===== src/rtl/phy_control_pkg.sv =====
// Package: addresses, field positions, reset values and types for the PHY control register
package phy_control_pkg;

    localparam logic [4:0]  PHY_CONTROL_ADDR   = 5'h00;    // Management address of the control register
    localparam logic [15:0] PHY_CONTROL_RESET  = 16'h3100; // Value after reset
    localparam logic [15:0] PHY_CONTROL_WMASK  = 16'hFF80; // Writable bits, low seven reserved

    localparam int BIT_REG_RESET      = 15;  // Self-clearing register reset
    localparam int BIT_LOOPBACK       = 14;  // Loopback enable
    localparam int BIT_SPEED          = 13;  // Speed select, one is 100 Mb/s
    localparam int BIT_NEG_ENABLE     = 12;  // Auto-negotiation enable
    localparam int BIT_LOW_POWER      = 11;  // Low-power state
    localparam int BIT_ISOLATE        = 10;  // Isolate data paths
    localparam int BIT_RESTART_NEG    = 9;   // Self-clearing negotiation restart
    localparam int BIT_DUPLEX         = 8;   // Full duplex when set
    localparam int BIT_COLLISION_TEST = 7;   // Collision test enable

    // Configuration levels presented to the PHY core
    typedef struct packed {
        logic loopback_enable;
        logic speed_select;
        logic negotiation_enable;
        logic low_power_enable;
        logic isolate_enable;
        logic full_duplex;
        logic collision_test_enable;
    } phy_config_s;

    // Self-clearing command sequencing
    typedef enum logic [1:0] {
        CMD_IDLE,
        CMD_BUSY
    } cmd_state_e;

endpackage


===== src/rtl/phy_control_register.sv =====
// PHY control register at management address zero, with self-clearing commands and collision test
`timescale 1ns/100ps

// Overview
// One 16-bit control word holds the PHY configuration and two commands.
// Writes arrive as a single-cycle strobe with a five-bit address; only
// address zero is mapped and any other address is dropped silently.
// The low seven bits are reserved: they are masked on every write, so
// they can never be stored and always read back as zero.
// The configuration fields leave the block as one packed struct, launched
// from flops so the PHY core sees clean levels.
// After reset the word reads 0x3100: 100 Mb/s, negotiation on, full
// duplex, no loopback, no power saving, no isolation, no test mode, so
// the PHY runs normally without any software set-up.
// Bit 15 asks for a register reset and bit 9 for a negotiation restart.
// Each starts a small sequencer that raises a request toward the PHY core
// and waits for the matching done pulse. While a command is pending its
// bit stays set, even if software writes zero over it, so the bit always
// tells the truth about the request.
// A completed register reset puts the whole word back to its reset value
// and also drops a pending negotiation restart.
// A restart written in the very cycle its predecessor completes keeps the
// bit set and the request raised: the new write wins over the clear.
// Collision test mode mirrors the transmit activity onto the collision
// output one cycle later, so a MAC can check its collision handling.
// Read data is not addressed: it always shows this register.

// What this block does
// [RQ1] Register at address zero, resets to 0x3100
// [RQ2] Reset defaults give normal operation unconfigured
// [RQ3] Bit seven enables collision test mode
// [RQ4] Collision test: collision follows active transmission
// [RQ5] Bits six to zero read zero, reset zero
// [RQ6] Reset and restart bits self-clear after action
module phy_control_register (
    input  wire logic                          clock,
    input  wire logic                          rst_n,
    input  wire logic                          mgmt_write,
    input  wire logic [4:0]                    mgmt_addr,
    input  wire logic [15:0]                   mgmt_wdata,
    input  wire logic                          tx_active,
    input  wire logic                          reg_reset_done,
    input  wire logic                          negotiation_restart_done,
    output logic      [15:0]                   mgmt_rdata,
    output phy_control_pkg::phy_config_s       phy_config,
    output logic                               reg_reset_request,
    output logic                               negotiation_restart_request,
    output logic                               collision_indication
);

    logic [15:0]                  control_ff;      // Stored register value
    logic [15:0]                  nxt_control;     // Next register value
    phy_control_pkg::cmd_state_e  rst_state_ff;    // Register reset sequencer
    phy_control_pkg::cmd_state_e  nxt_rst_state;
    phy_control_pkg::cmd_state_e  neg_state_ff;    // Negotiation restart sequencer
    phy_control_pkg::cmd_state_e  nxt_neg_state;
    logic [15:0]                  mgmt_rdata_ff;   // Registered read data
    phy_control_pkg::phy_config_s phy_config_ff;   // Registered configuration
    logic                         coll_ff;         // Registered collision indication
    logic                         rst_req_ff;      // Registered register reset request
    logic                         neg_req_ff;      // Registered negotiation restart request

    // Write decode
    // Strobe and address qualify every write; data is masked first
    wire   hit_write   = mgmt_write && (mgmt_addr == phy_control_pkg::PHY_CONTROL_ADDR); // RQ1
    // Reserved bits never stored, so they always read zero
    wire [15:0] write_value = mgmt_wdata & phy_control_pkg::PHY_CONTROL_WMASK; // RQ5
    wire   start_rst   = hit_write && write_value[phy_control_pkg::BIT_REG_RESET];
    wire   start_neg   = hit_write && write_value[phy_control_pkg::BIT_RESTART_NEG];
    wire   rst_finish  = (rst_state_ff == phy_control_pkg::CMD_BUSY) && reg_reset_done;
    wire   neg_finish  = (neg_state_ff == phy_control_pkg::CMD_BUSY) && negotiation_restart_done;

    // Sequencer occupancy, used to hold a pending command bit
    wire   rst_busy    = (rst_state_ff == phy_control_pkg::CMD_BUSY);
    wire   neg_busy    = (neg_state_ff == phy_control_pkg::CMD_BUSY);

    // Next register value: write, then self-clear on completion
    // Priority from low to high: hold, write, pending hold, completion.
    // Completion comes last so a finished command always clears its bit,
    // and the restart clear yields to a restart written in the same cycle.
    always_comb begin
        nxt_control = control_ff;
        if (hit_write) begin
            nxt_control = write_value;
        end
        // A pending command bit survives a write of zero
        if (rst_busy) begin
            nxt_control[phy_control_pkg::BIT_REG_RESET] = 1'b1; // RQ6
        end
        if (neg_busy) begin
            nxt_control[phy_control_pkg::BIT_RESTART_NEG] = 1'b1; // RQ6
        end
        if (rst_finish) begin
            // Register reset returns every field to default, bit 15 cleared
            nxt_control = phy_control_pkg::PHY_CONTROL_RESET; // RQ6
        end else if (neg_finish && !start_neg) begin
            // New restart written in the finishing cycle keeps the bit set
            nxt_control[phy_control_pkg::BIT_RESTART_NEG] = 1'b0; // RQ6
        end
    end

    // Register reset sequencer
    // Busy from the write that sets bit 15 until the core reports done;
    // a second reset written while busy simply merges into the first.
    always_comb begin
        nxt_rst_state = rst_state_ff;
        case (rst_state_ff)
            // Waiting for a reset command
            phy_control_pkg::CMD_IDLE: begin
                if (start_rst) begin
                    nxt_rst_state = phy_control_pkg::CMD_BUSY;
                end
            end
            // Request raised until the core finishes
            phy_control_pkg::CMD_BUSY: begin
                if (reg_reset_done) begin
                    nxt_rst_state = phy_control_pkg::CMD_IDLE;
                end
            end
            // Unused code falls back to idle
            default: begin
                nxt_rst_state = phy_control_pkg::CMD_IDLE;
            end
        endcase
    end

    // Negotiation restart sequencer; a register reset cancels it
    // A restart written as a register reset completes is dropped, since
    // the reset word clears bit 9 in that same cycle.
    always_comb begin
        nxt_neg_state = neg_state_ff;
        case (neg_state_ff)
            // Waiting for a restart command
            phy_control_pkg::CMD_IDLE: begin
                if (start_neg && !rst_finish) begin
                    nxt_neg_state = phy_control_pkg::CMD_BUSY;
                end
            end
            // Request raised until done with no fresh restart, or until a reset completes
            phy_control_pkg::CMD_BUSY: begin
                if (rst_finish) begin
                    nxt_neg_state = phy_control_pkg::CMD_IDLE;
                end else if (negotiation_restart_done && !start_neg) begin
                    nxt_neg_state = phy_control_pkg::CMD_IDLE;
                end
            end
            // Unused code falls back to idle
            default: begin
                nxt_neg_state = phy_control_pkg::CMD_IDLE;
            end
        endcase
    end

    // Configuration levels from the next register value
    wire phy_control_pkg::phy_config_s nxt_config = '{
        loopback_enable:       nxt_control[phy_control_pkg::BIT_LOOPBACK],
        speed_select:          nxt_control[phy_control_pkg::BIT_SPEED],
        negotiation_enable:    nxt_control[phy_control_pkg::BIT_NEG_ENABLE],
        low_power_enable:      nxt_control[phy_control_pkg::BIT_LOW_POWER],
        isolate_enable:        nxt_control[phy_control_pkg::BIT_ISOLATE],
        full_duplex:           nxt_control[phy_control_pkg::BIT_DUPLEX],
        collision_test_enable: nxt_control[phy_control_pkg::BIT_COLLISION_TEST] // RQ3
    };

    // Collision raised while a transmission runs in test mode
    // Uses the stored bit, so a write that enables the test acts from the
    // next cycle; the output drops one cycle after transmission stops.
    wire nxt_coll = control_ff[phy_control_pkg::BIT_COLLISION_TEST] && tx_active; // RQ4

    // Request levels follow the sequencers' next state, from their own flops
    wire nxt_rst_req = (nxt_rst_state == phy_control_pkg::CMD_BUSY); // RQ6
    wire nxt_neg_req = (nxt_neg_state == phy_control_pkg::CMD_BUSY); // RQ6

    // Reset config is speed 100, negotiation on, full duplex: normal operation
    // Built from the package reset word so the two can never disagree
    localparam phy_control_pkg::phy_config_s CONFIG_RESET = '{
        loopback_enable:       phy_control_pkg::PHY_CONTROL_RESET[phy_control_pkg::BIT_LOOPBACK],
        speed_select:          phy_control_pkg::PHY_CONTROL_RESET[phy_control_pkg::BIT_SPEED],
        negotiation_enable:    phy_control_pkg::PHY_CONTROL_RESET[phy_control_pkg::BIT_NEG_ENABLE],
        low_power_enable:      phy_control_pkg::PHY_CONTROL_RESET[phy_control_pkg::BIT_LOW_POWER],
        isolate_enable:        phy_control_pkg::PHY_CONTROL_RESET[phy_control_pkg::BIT_ISOLATE],
        full_duplex:           phy_control_pkg::PHY_CONTROL_RESET[phy_control_pkg::BIT_DUPLEX],
        collision_test_enable: phy_control_pkg::PHY_CONTROL_RESET[phy_control_pkg::BIT_COLLISION_TEST]
    };

    // Register state
    // Word and sequencers move together on every edge
    always_ff @(posedge clock or negedge rst_n) begin
        if (!rst_n) begin
            control_ff    <= phy_control_pkg::PHY_CONTROL_RESET; // RQ1
            rst_state_ff  <= phy_control_pkg::CMD_IDLE;
            neg_state_ff  <= phy_control_pkg::CMD_IDLE;
        end else begin
            control_ff    <= nxt_control;
            rst_state_ff  <= nxt_rst_state;
            neg_state_ff  <= nxt_neg_state;
        end
    end

    // Output flops
    // Every output is launched here, in step with the register word
    always_ff @(posedge clock or negedge rst_n) begin
        if (!rst_n) begin
            mgmt_rdata_ff <= phy_control_pkg::PHY_CONTROL_RESET;
            phy_config_ff <= CONFIG_RESET; // RQ2
            coll_ff       <= 1'b0; // RQ3
            rst_req_ff    <= 1'b0;
            neg_req_ff    <= 1'b0;
        end else begin
            mgmt_rdata_ff <= nxt_control;
            phy_config_ff <= nxt_config;
            coll_ff       <= nxt_coll;
            rst_req_ff    <= nxt_rst_req;
            neg_req_ff    <= nxt_neg_req;
        end
    end

    // Drive outputs from flops
    // Plain wiring only, no logic between a flop and its pin
    assign mgmt_rdata                  = mgmt_rdata_ff;
    assign phy_config                  = phy_config_ff;
    assign reg_reset_request           = rst_req_ff;
    assign negotiation_restart_request = neg_req_ff;
    assign collision_indication        = coll_ff;

endmodule


===== config.mk =====
export PLATFORM = sky130hd
export DESIGN_NAME = phy_control_register
export DESIGN_NICKNAME = d
export VERILOG_FILES = /design/src/rtl/phy_control_pkg.sv /design/src/rtl/phy_control_register.sv
export SDC_FILE = /design/constraint.sdc
export NUM_CORES = 1
export LEC_CHECK = 0
export ABC_AREA = 1
export BUFFER_PORTS_ARGS = -buffer_cell sky130_fd_sc_hd__buf_2
export CORE_MARGIN = 5
export CORE_UTILIZATION = 25
export CTS_BUF_LIST = sky130_fd_sc_hd__clkbuf_8
export DETAILED_ROUTE_END_ITERATION = 10
export PLACE_DENSITY = 0.59
export SLEW_MARGIN = 0
export SYNTH_ARGS = -nofsm -noshare
export SYNTH_HDL_FRONTEND = slang
export SYNTH_SLANG_ARGS = --single-unit

===== constraint.sdc =====
create_clock -name clock -period 1.35 [get_ports clock]
set_input_delay 0.27 -clock clock [delete_from_list [all_inputs] [get_ports clock]]
set_output_delay 0.27 -clock clock [all_outputs]
set_load 0.005 [all_outputs]

==> results of run 1 <==
## per-layer routing
layer / global-route usage, % / up-vias / part of all wire [%]
met5: 0 / - / 0
met4: 2.28 / 0 / 0
met3: 3.71 / 0 / 12
met2: 14.9 / 37 / 43
met1: 10.4 / 290 / 45
li1: - / 338 / -
## per-stage QoR
| step | cells | power (W) | cell area [um2] |
|---|---|---|---|
| after CTS | 172 | 0.00130 | 1030 |
| after detailed placement | 167 | 0.000865 | 970 |
| final | 172 | 0.00127 | 1030 |
| after global routing | 172 | 0.00136 | 1030 |
| after global placement | 167 | 0.000856 | 970 |
| after floorplan | 99 | 0.000779 | 833 |
## layout make-up
| class | count | area, um2 | area share (%) |
|---|---|---|---|
| inverter | 10 | 37.5 | 3.63 |
| sequential | 16 | 404 | 39.1 |
| timing repair buffer | 40 | 208 | 20.1 |
| clock buffer | 4 | 55.1 | 5.32 |
| tap | 44 | 55.1 | 5.32 |
| multi-input combinational | 58 | 275 | 26.6 |
## worst paths after layout
| check | to | from |
|---|---|---|
| worst max-delay path | mgmt_rdata[12] | mgmt_rdata[12] |
| worst min-delay path | collision_indication | tx_active |
| worst max register to register | mgmt_rdata[11] | rst_state_ff[0] |
| worst min register to register | negotiation_restart_request | neg_state_ff[1] |
| max in group asynchronous | mgmt_rdata[8] | rst_n |
| min in group asynchronous | mgmt_rdata[11] | rst_n |
## where the power goes
part           leakage [nW]  internal (W)  switching, W
Clock                0.0288      0.000258      0.000159
Combinational         0.374      0.000129      0.000117
Sequential            0.201      0.000563     0.0000429
## worst reg2reg max path, stage by stage (launching register included)
cell                      delay, ns
sky130_fd_sc_hd__dfrtp_1       0.43
sky130_fd_sc_hd__nand3_4       0.17
sky130_fd_sc_hd__inv_2         0.08
sky130_fd_sc_hd__nor2_1        0.23
sky130_fd_sc_hd__nand2_1       0.08
sky130_fd_sc_hd__nand2_1       0.06
## layout by cell type, fill, tap and decap left out
cell type | synthesis | layout
sky130_fd_sc_hd__buf_2 | 0 | 38
sky130_fd_sc_hd__a21oi_1 | 2 | 2
sky130_fd_sc_hd__nand3_2 | 1 | 1
sky130_fd_sc_hd__dfstp_2 | 3 | 3
sky130_fd_sc_hd__nor2_1 | 11 | 11
sky130_fd_sc_hd__conb_1 | 1 | 9
sky130_fd_sc_hd__nand2_1 | 17 | 17
sky130_fd_sc_hd__nand3_4 | 1 | 1
sky130_fd_sc_hd__inv_2 | 1 | 1
sky130_fd_sc_hd__buf_4 | 14 | 1
sky130_fd_sc_hd__nand2_4 | 1 | 1
sky130_fd_sc_hd__clkbuf_8 | 0 | 4
sky130_fd_sc_hd__nand3_1 | 8 | 8
sky130_fd_sc_hd__dfrtp_1 | 13 | 13
sky130_fd_sc_hd__nor2_2 | 2 | 2
sky130_fd_sc_hd__inv_1 | 9 | 9
sky130_fd_sc_hd__nand3b_1 | 1 | 1
sky130_fd_sc_hd__nand4_1 | 2 | 2
sky130_fd_sc_hd__nor3_1 | 3 | 3
sky130_fd_sc_hd__dlygate4sd3_1 | 0 | 1
## logic make-up after synthesis
logic type	after synthesis	share of synthesized area, %
AO/OA/AOI/OAI	2	1.25
flip-flops	16	50.3
other	1	0.467
AND/OR/NAND/NOR	47	28.8
buffers and inverters	25	19.2
## flip-flops by register name, indices dropped and copies added (netlist names)
signal and count:
collision_indication 1, mgmt_rdata 9, neg_state_ff 2, negotiation_restart_request 1
reg_reset_request 1, rst_state_ff 2
==> implementation parameters, run 1 <==
Parameter                              Value

Status
  Result of the run    finished clean

Layout
  Util after Layout    between 30% and 40%
  Final #Nets    between 150 and 200
  Fraction of final layout cells sized beyond drive strength 1    slightly above 40%
  Filler Cell Count    roughly 340
  Area growth from synthesis to layout    28.8%
  Count of antenna diodes in the layout    0

CTS
  Resized cells post-CTS    0
  Library cell used as clock root buffer    sky130_fd_sc_hd__clkbuf_8
  Insertion delay of the later-clocked pin in the worst-skew pair    approximately 0.24 ns
  Total clock buffers created by CTS    3
  CTS Hold Buffers Added    1
  Maximum count of clock buffers along a single path    2
  Clk pin slew, worst setup/hold paths    about 0.060 ns
  TritonCTS clock tree    built
  Depth of the CTS H-tree    1
  Clock sinks    16
  Post-CTS Setup Inserts    0

Critical path
  Endpoint kind of the worst setup timing path    output pin
  Slowest cell on crit path    sky130_fd_sc_hd__dfstp_2
  WS Path Type    reg2out
  Crit-path leading delay family    flip-flops
  Buf+Inv Stages, Crit Path    1
  Levels on crit path    1
  Cells traversed along the worst timing path    buf_2
  Reg-to-reg slack, setup    between 0.2 and 0.25 ns
  Worst r2r path cells    5
  Kind of start point of the critical path    flip-flop
  Arrival time worst endpoint    0.90 ns
  Slowest Stage Delay on Critical Path    ~0.55 ns
  Largest driver fanout on the critical path    3
  Required time at the endpoint of the critical path    1.08 ns

Timing
  Summed negative setup slack over all endpoints    0 ns
  Slew Viols, Final    0
  Fin crit share    87.0%
  RSZ-0062 raised after global routing    false
  Fin. Hold Viols    0
  Smallest hold slack    between 0.2 and 0.25 ns
  Max Freq    0.852 GHz
  Setup skew after layout    about 0.0012 ns
  Endpoints failing setup    0
  Minimum clock period after layout    ~1.2 ns
  Worst-case setup margin in the final layout    between 0.15 and 0.2 ns

Logic synthesis
  Biggest area contributors in the synthesized netlist    sky130_fd_sc_hd__dfrtp_1 (40%), sky130_fd_sc_hd__buf_4 (13%), sky130_fd_sc_hd__dfstp_2 (9.8%)
  Area share of the largest cell type after synthesis    40.5%
  Synth top cells by count    sky130_fd_sc_hd__nand2_1 (17), sky130_fd_sc_hd__buf_4 (14), sky130_fd_sc_hd__dfrtp_1 (13), sky130_fd_sc_hd__nor2_1 (11), sky130_fd_sc_hd__inv_1 (9)
  Proportion of synthesized flip-flops having asynchronous set or reset    100%
  Post-synth top area cell    sky130_fd_sc_hd__dfrtp_1
  Number of synthesized flops with an enable pin    0
  Post-synth cell types    18
  Syn Inst Count    just over 90
  Synth Warn #    0
  Mapped Avg Cell Area    around 8.8 um2
  Cell Area, Synth    between 800 and 900 um2
  Synth Flop Type    sky130_fd_sc_hd__dfrtp_1
  Flop and latch count out of synthesis    16
  Top-count cell post-synth    sky130_fd_sc_hd__nand2_1
  Sequential area share after synthesis    around half

Global routing
  Number of global-route vias before repair    approximately 700
  Grt ovf    0
  Number of antenna violations at the first check in global routing    0
  First-pass GRT wire length    ~3.0 mm
  Total GRT Usage    8.89%
  Maximum number of pins on one net before global-route repair    17

Placement
  Routability-driven placement congestion ratio    between 0.7 and 0.8
  Post-detail-place hpwl    between 1 and 1.5 mm
  Worst slack at placement    approximately 0.2 ns
  Port Buffer Count    38

Pwr
  Total leakage power    0.604 nW
  Power Dens Cells    roughly 1200 mW/mm2
  Largest vdd supply drop    around 0.00064 V

Job
  Max-cap violations    0

Detailed routing
  Routed via count    about 670
  Average routed wire per standard cell    around 10 um
  Router iterations before antenna repair    3
  Number of antenna-violating nets in the routed design    0
  Detail-routed via count per cell    between 3 and 4
  Number of design-rule violations left by the first detailed-router iteration    21
  Drt total wl    approximately 1.7 mm
  Residual DRC    0

Worst hold path
  Min-Delay Path Class    in2reg
  Cells on Worst Hold Path    3

Die
  Die span in y    between 60 and 70 um
  Die span in x    roughly 67 um
  Number of standard-cell rows in the floorplan    20
  Initial standard-cell utilization of the core    between 20% and 30%
  Area of the die    ~0.0044 mm2
  Area of the placeable core    ~0.0031 mm2
  Number of top-level pins    53
No activity file was read; power rests on OpenSTA's default activity.
==> run 2, diff against run 1 <==
- CORE_MARGIN: 5 -> 2
==> run 2 against run 1 <==
  * Cell area is 0.97% lower
  * Register-to-register slack worse by 0.03 ns
  * Flip-flop and latch count stayed put
  * Utilization is 0.052 points lower
  * Critical path depth stayed put
  * Non-clock buffer count stayed put
  * Highest routed layer is now met4
  * Power is 5.6% lower
  * Clock skew hardly changed
  * Via count is 1.5% lower
  * Sequential power hardly changed
  * Combinational power hardly changed
  * Cell count stayed put
==> implementation parameters, run 2 (synthesis results as in run 1) <==
Parameter                              Value

Layout
  Area growth from synthesis to layout    27.6%
  Util after Layout    33.6% (-0.052 points)
  Flip-flop count of the largest register after layout    9 (unchanged)
  Filler Cell Count    343 (+1.2%)
  Fin area    0.00102 mm2 (-0.97%)
  Final #Nets    156 (unchanged)
  Fraction of final layout cells sized beyond drive strength 1    39.8% (-0.78 points)
  Count of antenna diodes in the layout    0 (unchanged)
  Register area    404 um2 (unchanged)
  Most frequent standard cell in the layout excluding fill and tap cells    sky130_fd_sc_hd__buf_2
  Commonest cells after routing, fill and taps aside    sky130_fd_sc_hd__buf_2 (38), sky130_fd_sc_hd__nand2_1 (17), sky130_fd_sc_hd__dfrtp_1 (13), sky130_fd_sc_hd__nor2_1 (11), sky130_fd_sc_hd__inv_1 (10)
  Multi-input gate area in the final layout    275 um2 (unchanged)

Detailed routing
  Router iterations before antenna repair    3 (unchanged)
  Average routed wire per standard cell    9.15 um (-8.5%)
  Detail-routed via count per cell    3.81 (-1.5%)
  Number of design-rule violations left by the first detailed-router iteration    50 (+140%)
  Routed via count    655 (-1.5%)
  Drt total wl    1.57 mm (-8.5%)
  Residual DRC    0 (unchanged)
  Number of antenna-violating nets in the routed design    0 (unchanged)

CTS
  Clock sinks    16 (unchanged)
  Insertion delay of the later-clocked pin in the worst-skew pair    0.24 ns (about the same)
  Depth of the CTS H-tree    1 (unchanged)
  Total clock buffers created by CTS    3 (unchanged)
  Clk pin slew, worst setup/hold paths    0.06 ns (about the same)
  TritonCTS clock tree    built
  Maximum count of clock buffers along a single path    2 (unchanged)
  Library cell used as clock root buffer    sky130_fd_sc_hd__clkbuf_8
  Resized cells post-CTS    0 (unchanged)

Critical path
  Arrival time worst endpoint    0.89 ns (about the same)
  Required time at the endpoint of the critical path    1.08 ns (about the same)
  Slowest cell on crit path    sky130_fd_sc_hd__dfstp_2
  Buf+Inv Stages, Crit Path    1 (unchanged)
  WS Path Type    reg2out
  Reg-to-reg slack, setup    0.20 ns (-0.03 ns)
  Kind of start point of the critical path    flip-flop
  Levels on crit path    1 (unchanged)
  Largest driver fanout on the critical path    3 (unchanged)
  Endpoint of the most critical setup path    phy_config[1]
  Setup crit start    mgmt_rdata[8]
  Cells traversed along the worst timing path    buf_2
  Endpoint kind of the worst setup timing path    output pin
  Slowest Stage Delay on Critical Path    0.54 ns (about the same)
  Worst r2r path cells    5 (unchanged)
  Beginning of the worst register-to-register path    rst_state_ff[0]
  Critical register-to-register path endpoint    mgmt_rdata[14]
  Crit-path leading delay family    flip-flops

Die
  Area of the placeable core    0.00305 mm2 (-0.81%)
  Number of top-level pins    53 (unchanged)
  Number of standard-cell rows in the floorplan    20 (unchanged)
  Initial standard-cell utilization of the core    26.3% (+0.21 points)
  Area of the die    0.00368 mm2 (-17%)
  Die span in x    60.7 um (-9.0%)
  Die span in y    60.7 um (-9.0%)

Pwr
  Part of the total power dissipated in combinational logic    20.3% (+0.9 points)
  Sw Ratio    25.5% (+0.38 points)
  Pwr Total    0.00120 W (-5.6%)
  Internal power consumption    0.000892 W (-6.0%)
  Sequential fraction of design power    50.4% (+2.7 points)
  Net switching power figure    0.000306 W (-4.2%)
  Power Dens Cells    1170 mW/mm2 (-4.6%)
  Clock Power Share    29.3% (-3.6 points)
  Largest vdd supply drop    0.000212 V (-67%)
  Total leakage power    0.602 nW (-0.31%)

Placement
  Port Buffer Count    38 (unchanged)
  Post-detail-place hpwl    1.29 mm (-9.1%)
  Cell area reported after detailed placement    970 um2 (unchanged)
  Routability-driven placement congestion ratio    0.672 (-7.1%)

Timing
  RSZ-0062 raised after global routing    false
  Summed negative setup slack over all endpoints    0 ns (unchanged)
  Fin crit share    86.1% (-0.91 points)
  Endpoints failing setup    0 (unchanged)
  Slew Viols, Final    0 (unchanged)
  Setup skew after layout    0.00138 ns (+0.000163 ns)
  Fin. Hold Viols    0 (unchanged)
  Max Freq    0.861 GHz (+1.1%)
  Minimum clock period after layout    1.16 ns (-0.0123 ns)

Global routing
  First-pass GRT wire length    2.61 mm (-14%)
  Total GRT Usage    9.89% (+1.0 points)
  Maximum number of pins on one net before global-route repair    17 (unchanged)
  Grt ovf    0 (unchanged)
  Number of global-route vias before repair    637 (-9.4%)
  Number of antenna violations at the first check in global routing    0 (unchanged)

Job
  Max-cap violations    0 (unchanged)

Status
  Result of the run    finished clean

Worst hold path
  Min-Delay Path Class    in2reg
[run 2: routing by layer]
| layer | routed length [um] | global-route usage [%] | vias up |
|---|---|---|---|
| li1 | - | - | 331 |
| met1 | 634 | 11.3 | 289 |
| met2 | 777 | 16.7 | 33 |
| met3 | 148 | 2.56 | 2 |
| met4 | 12 | 5.59 | 0 |
| met5 | 0 | 0 | - |
[run 2: final cells by class]
class / count / share of cell area, %
multi-input combinational: 58 / 26.9
sequential: 16 / 39.4
clock inverter: 1 / 0.366
timing repair buffer: 40 / 20.3
inverter: 10 / 3.66
tap: 44 / 5.37
clock buffer: 3 / 4.03
[run 2: repair_timing]
action | CTS | global route
buffers inserted | 0 | 0
endpoints found under the setup margin | 0 | 0
hold endpoints to repair | 13 | 0
hold buffers | 1 | 0
[run 2: through the flow]
stage | hold WS (ns) | instances | setup WS [ns]
floorplan | -0.0256 | 99 | 0.393
global placement | 0.195 | 167 | 0.177
detailed placement | 0.201 | 167 | 0.124
CTS | 0.202 | 172 | 0.167
global route | 0.230 | 172 | 0.0725
finish | 0.208 | 172 | 0.188
[run 2: worst min-delay path by stage]
stage / from / end / depth (start not counted)
after floorplan: rst_n / collision_indication / 0
after global placement: rst_n / mgmt_rdata[11] / 1
after detailed placement: rst_n / mgmt_rdata[10] / 1
after CTS: tx_active / collision_indication / 3
after global routing: tx_active / collision_indication / 3
final: tx_active / collision_indication / 3
[run 2: power by group through the flow]
stage / Combinational [W] / Sequential (W) / Clock, W
2_1_floorplan: 0.000160 / 0.000619 / 0
4_1_cts: 0.000249 / 0.000606 / 0.000370
3_3_place_gp: 0.000242 / 0.000609 / 0
5_1_grt: 0.000285 / 0.000612 / 0.000386
6_report: 0.000243 / 0.000604 / 0.000352
3_5_place_dp: 0.000246 / 0.000615 / 0
==> run 3, diff against run 2 <==
- CORE_UTILIZATION: 25 -> 42
- PLACE_DENSITY: 0.59 -> 0.87
==> run 3 against run 2 <==
  * Via count is 7.2% higher
  * Sequential share of layout area is 0.94 points higher
  * Largest cell class unchanged
  * Flip-flop and latch count stayed put
  * Critical path depth stayed put
  * Power is 2.2% higher
  * Die area is 38% lower
  * Worst setup slack worse by 0.0012 ns
  * Clock-buffer cell count stayed put
  * Cell area is 2.3% lower
==> implementation parameters, run 3 (synthesis results as in run 1) <==
Parameter                              Value

Timing
  Fin. Hold Viols    0 (unchanged)
  Smallest hold slack    0.201 ns (-0.00681 ns)
  Endpoints failing setup    0 (unchanged)
  Fin crit share    86.1% (about the same)
  Setup skew after layout    0.00326 ns (+0.00188 ns)
  RSZ-0062 raised after global routing    false
  Max Freq    0.860 GHz (about the same)
  Summed negative setup slack over all endpoints    0 ns (unchanged)
  Minimum clock period after layout    1.16 ns (+0.00115 ns)
  Slew Viols, Final    0 (unchanged)

Status
  Result of the run    finished clean

Critical path
  Largest driver fanout on the critical path    3 (unchanged)
  Crit-path leading delay family    flip-flops
  Required time at the endpoint of the critical path    1.08 ns (about the same)
  Endpoint kind of the worst setup timing path    output pin
  Buf+Inv Stages, Crit Path    1 (unchanged)
  WS Path Type    reg2out
  Slowest cell on crit path    sky130_fd_sc_hd__dfstp_2
  Worst r2r path cells    6 (+1)
  Slowest Stage Delay on Critical Path    0.54 ns (about the same)
  Kind of start point of the critical path    flip-flop
  Arrival time worst endpoint    0.89 ns (about the same)
  Setup crit start    mgmt_rdata[13]
  Critical register-to-register path endpoint    mgmt_rdata[14]
  Beginning of the worst register-to-register path    rst_state_ff[1]
  Reg-to-reg slack, setup    0.20 ns (about the same)
  Cells traversed along the worst timing path    buf_2

Placement
  Post-detail-place hpwl    1.42 mm (+10%)
  Routability-driven placement congestion ratio    0.655 (-2.6%)
  DP Cell Count    148 (-11%)
  Port Buffer Count    38 (unchanged)

Layout
  Flip-flop count of the largest register after layout    9 (unchanged)
  Commonest cells after routing, fill and taps aside    sky130_fd_sc_hd__buf_2 (38), sky130_fd_sc_hd__nand2_1 (17), sky130_fd_sc_hd__dfrtp_1 (13), sky130_fd_sc_hd__nor2_1 (11), sky130_fd_sc_hd__inv_1 (10)
  Final std cells w/o fill    153 (-11%)
  Util after Layout    56.7% (+23 points)
  Filler Cell Count    180 (-48%)
  Final #Nets    156 (unchanged)
  Count of antenna diodes in the layout    0 (unchanged)
  Fraction of final layout cells sized beyond drive strength 1    39.8% (unchanged)
  Most frequent standard cell in the layout excluding fill and tap cells    sky130_fd_sc_hd__buf_2
  Area growth from synthesis to layout    24.6%

Detailed routing
  Router iterations before antenna repair    5 (+2)
  Number of antenna-violating nets in the routed design    0 (unchanged)
  Detail-routed via count per cell    4.59 (+20%)
  Number of design-rule violations left by the first detailed-router iteration    11 (-78%)
  Drt total wl    1.86 mm (+18%)
  Average routed wire per standard cell    12.1 um (+33%)
  Residual DRC    0 (unchanged)
  Routed via count    702 (+7.2%)

Die
  Die span in x    47.7 um (-21%)
  Area of the die    0.00228 mm2 (-38%)
  Number of top-level pins    53 (unchanged)
  Initial standard-cell utilization of the core    45.5% (+19 points)
  Number of standard-cell rows in the floorplan    15 (-25%)
  Die span in y    47.7 um (-21%)
  Area of the placeable core    0.00176 mm2 (-42%)

CTS
  Clock sinks    16 (unchanged)
  TritonCTS clock tree    built
  Post-CTS Setup Inserts    0 (unchanged)
  Insertion delay of the later-clocked pin in the worst-skew pair    0.25 ns (about the same)
  Maximum count of clock buffers along a single path    2 (unchanged)
  Depth of the CTS H-tree    1 (unchanged)
  Library cell used as clock root buffer    sky130_fd_sc_hd__clkbuf_8
  Total clock buffers created by CTS    3 (unchanged)
  Clk pin slew, worst setup/hold paths    0.07 ns (about the same)

Worst hold path
  Source of the worst hold timing path    tx_active
  Min-Delay Path Class    in2reg
  Worst hold path endpoint    collision_indication
  Cells on Worst Hold Path    3 (unchanged)

Global routing
  First-pass GRT wire length    2.69 mm (+3.2%)
  Number of global-route vias before repair    635 (-0.31%)
  Number of antenna violations at the first check in global routing    0 (unchanged)
  Total GRT Usage    18.0% (+8.1 points)
  Grt ovf    0 (unchanged)
  Maximum number of pins on one net before global-route repair    17 (unchanged)

Pwr
  Total leakage power    0.602 nW (unchanged)
  Power Dens Cells    1220 mW/mm2 (+4.6%)
  Largest vdd supply drop    0.000691 V (+230%)

Job
  Max-cap violations    0 (unchanged)
-- run 3: cell counts in the layout (fill, tap and decap cells not counted) --
No cell type changed its count.
-- run 3: final cells by class --
| type | instances | area (um2) | area share [%] |
|---|---|---|---|
| clock inverter | 1 | 3.75 | 0.375 |
| tap | 25 | 31.3 | 3.13 |
| clock buffer | 3 | 41.3 | 4.13 |
| inverter | 10 | 37.5 | 3.75 |
| timing repair buffer | 40 | 208 | 20.7 |
| multi-input combinational | 58 | 275 | 27.5 |
| sequential | 16 | 404 | 40.4 |
-- run 3: worst reg2reg max path: cells and delay by family (launching register included) --
family | cells | cell delay, ns
buffers and inverters | 2 | 0.28
DFF | 1 | 0.37
and+or+nand+nor | 4 | 0.40
-- run 3: timing repair --
action | CTS | global route
endpoints found under the hold margin | 13 | 0
hold buffers | 1 | 0
resized for setup | 0 | 0
-- run 3: metrics by stage --
step                      instance area (um2)  worst slack [ns]  power, W
after floorplan                           833             0.393  0.000779
after global placement                    946             0.154  0.000851
after detailed placement                  946            0.0616  0.000865
after CTS                                1000             0.182   0.00122
after global routing                     1000             0.118   0.00129
final                                    1000             0.187   0.00122
-- run 3: per-layer routing --
metal	up-vias	share of wire [%]	GRT usage, %
li1	336	-	-
met1	326	37	19.2
met2	32	53	32.8
met3	8	5.8	3.40
met4	0	3.6	10.3
met5	-	0	0
-- run 3: report_power, final --
group / switching, W / internal [W] / total, W / leakage, nW
sequential: 0.0000424 / 0.000562 / 0.000605 / 0.201
clock: 0.000168 / 0.000202 / 0.000370 / 0.0269
combinational: 0.000121 / 0.000129 / 0.000250 / 0.374
total: 0.000332 / 0.000893 / 0.00122 / 0.602
-- run 3: worst max-delay path by stage --
stage / endpoint / slack (ns) / cells after the start
2_1_floorplan: mgmt_rdata[10] / 0.39 / 6
5_1_grt: mgmt_rdata[14] / 0.12 / 6
4_1_cts: mgmt_rdata[13] / 0.18 / 1
6_report: mgmt_rdata[13] / 0.19 / 1
3_5_place_dp: mgmt_rdata[8] / 0.06 / 6
3_3_place_gp: mgmt_rdata[8] / 0.15 / 6
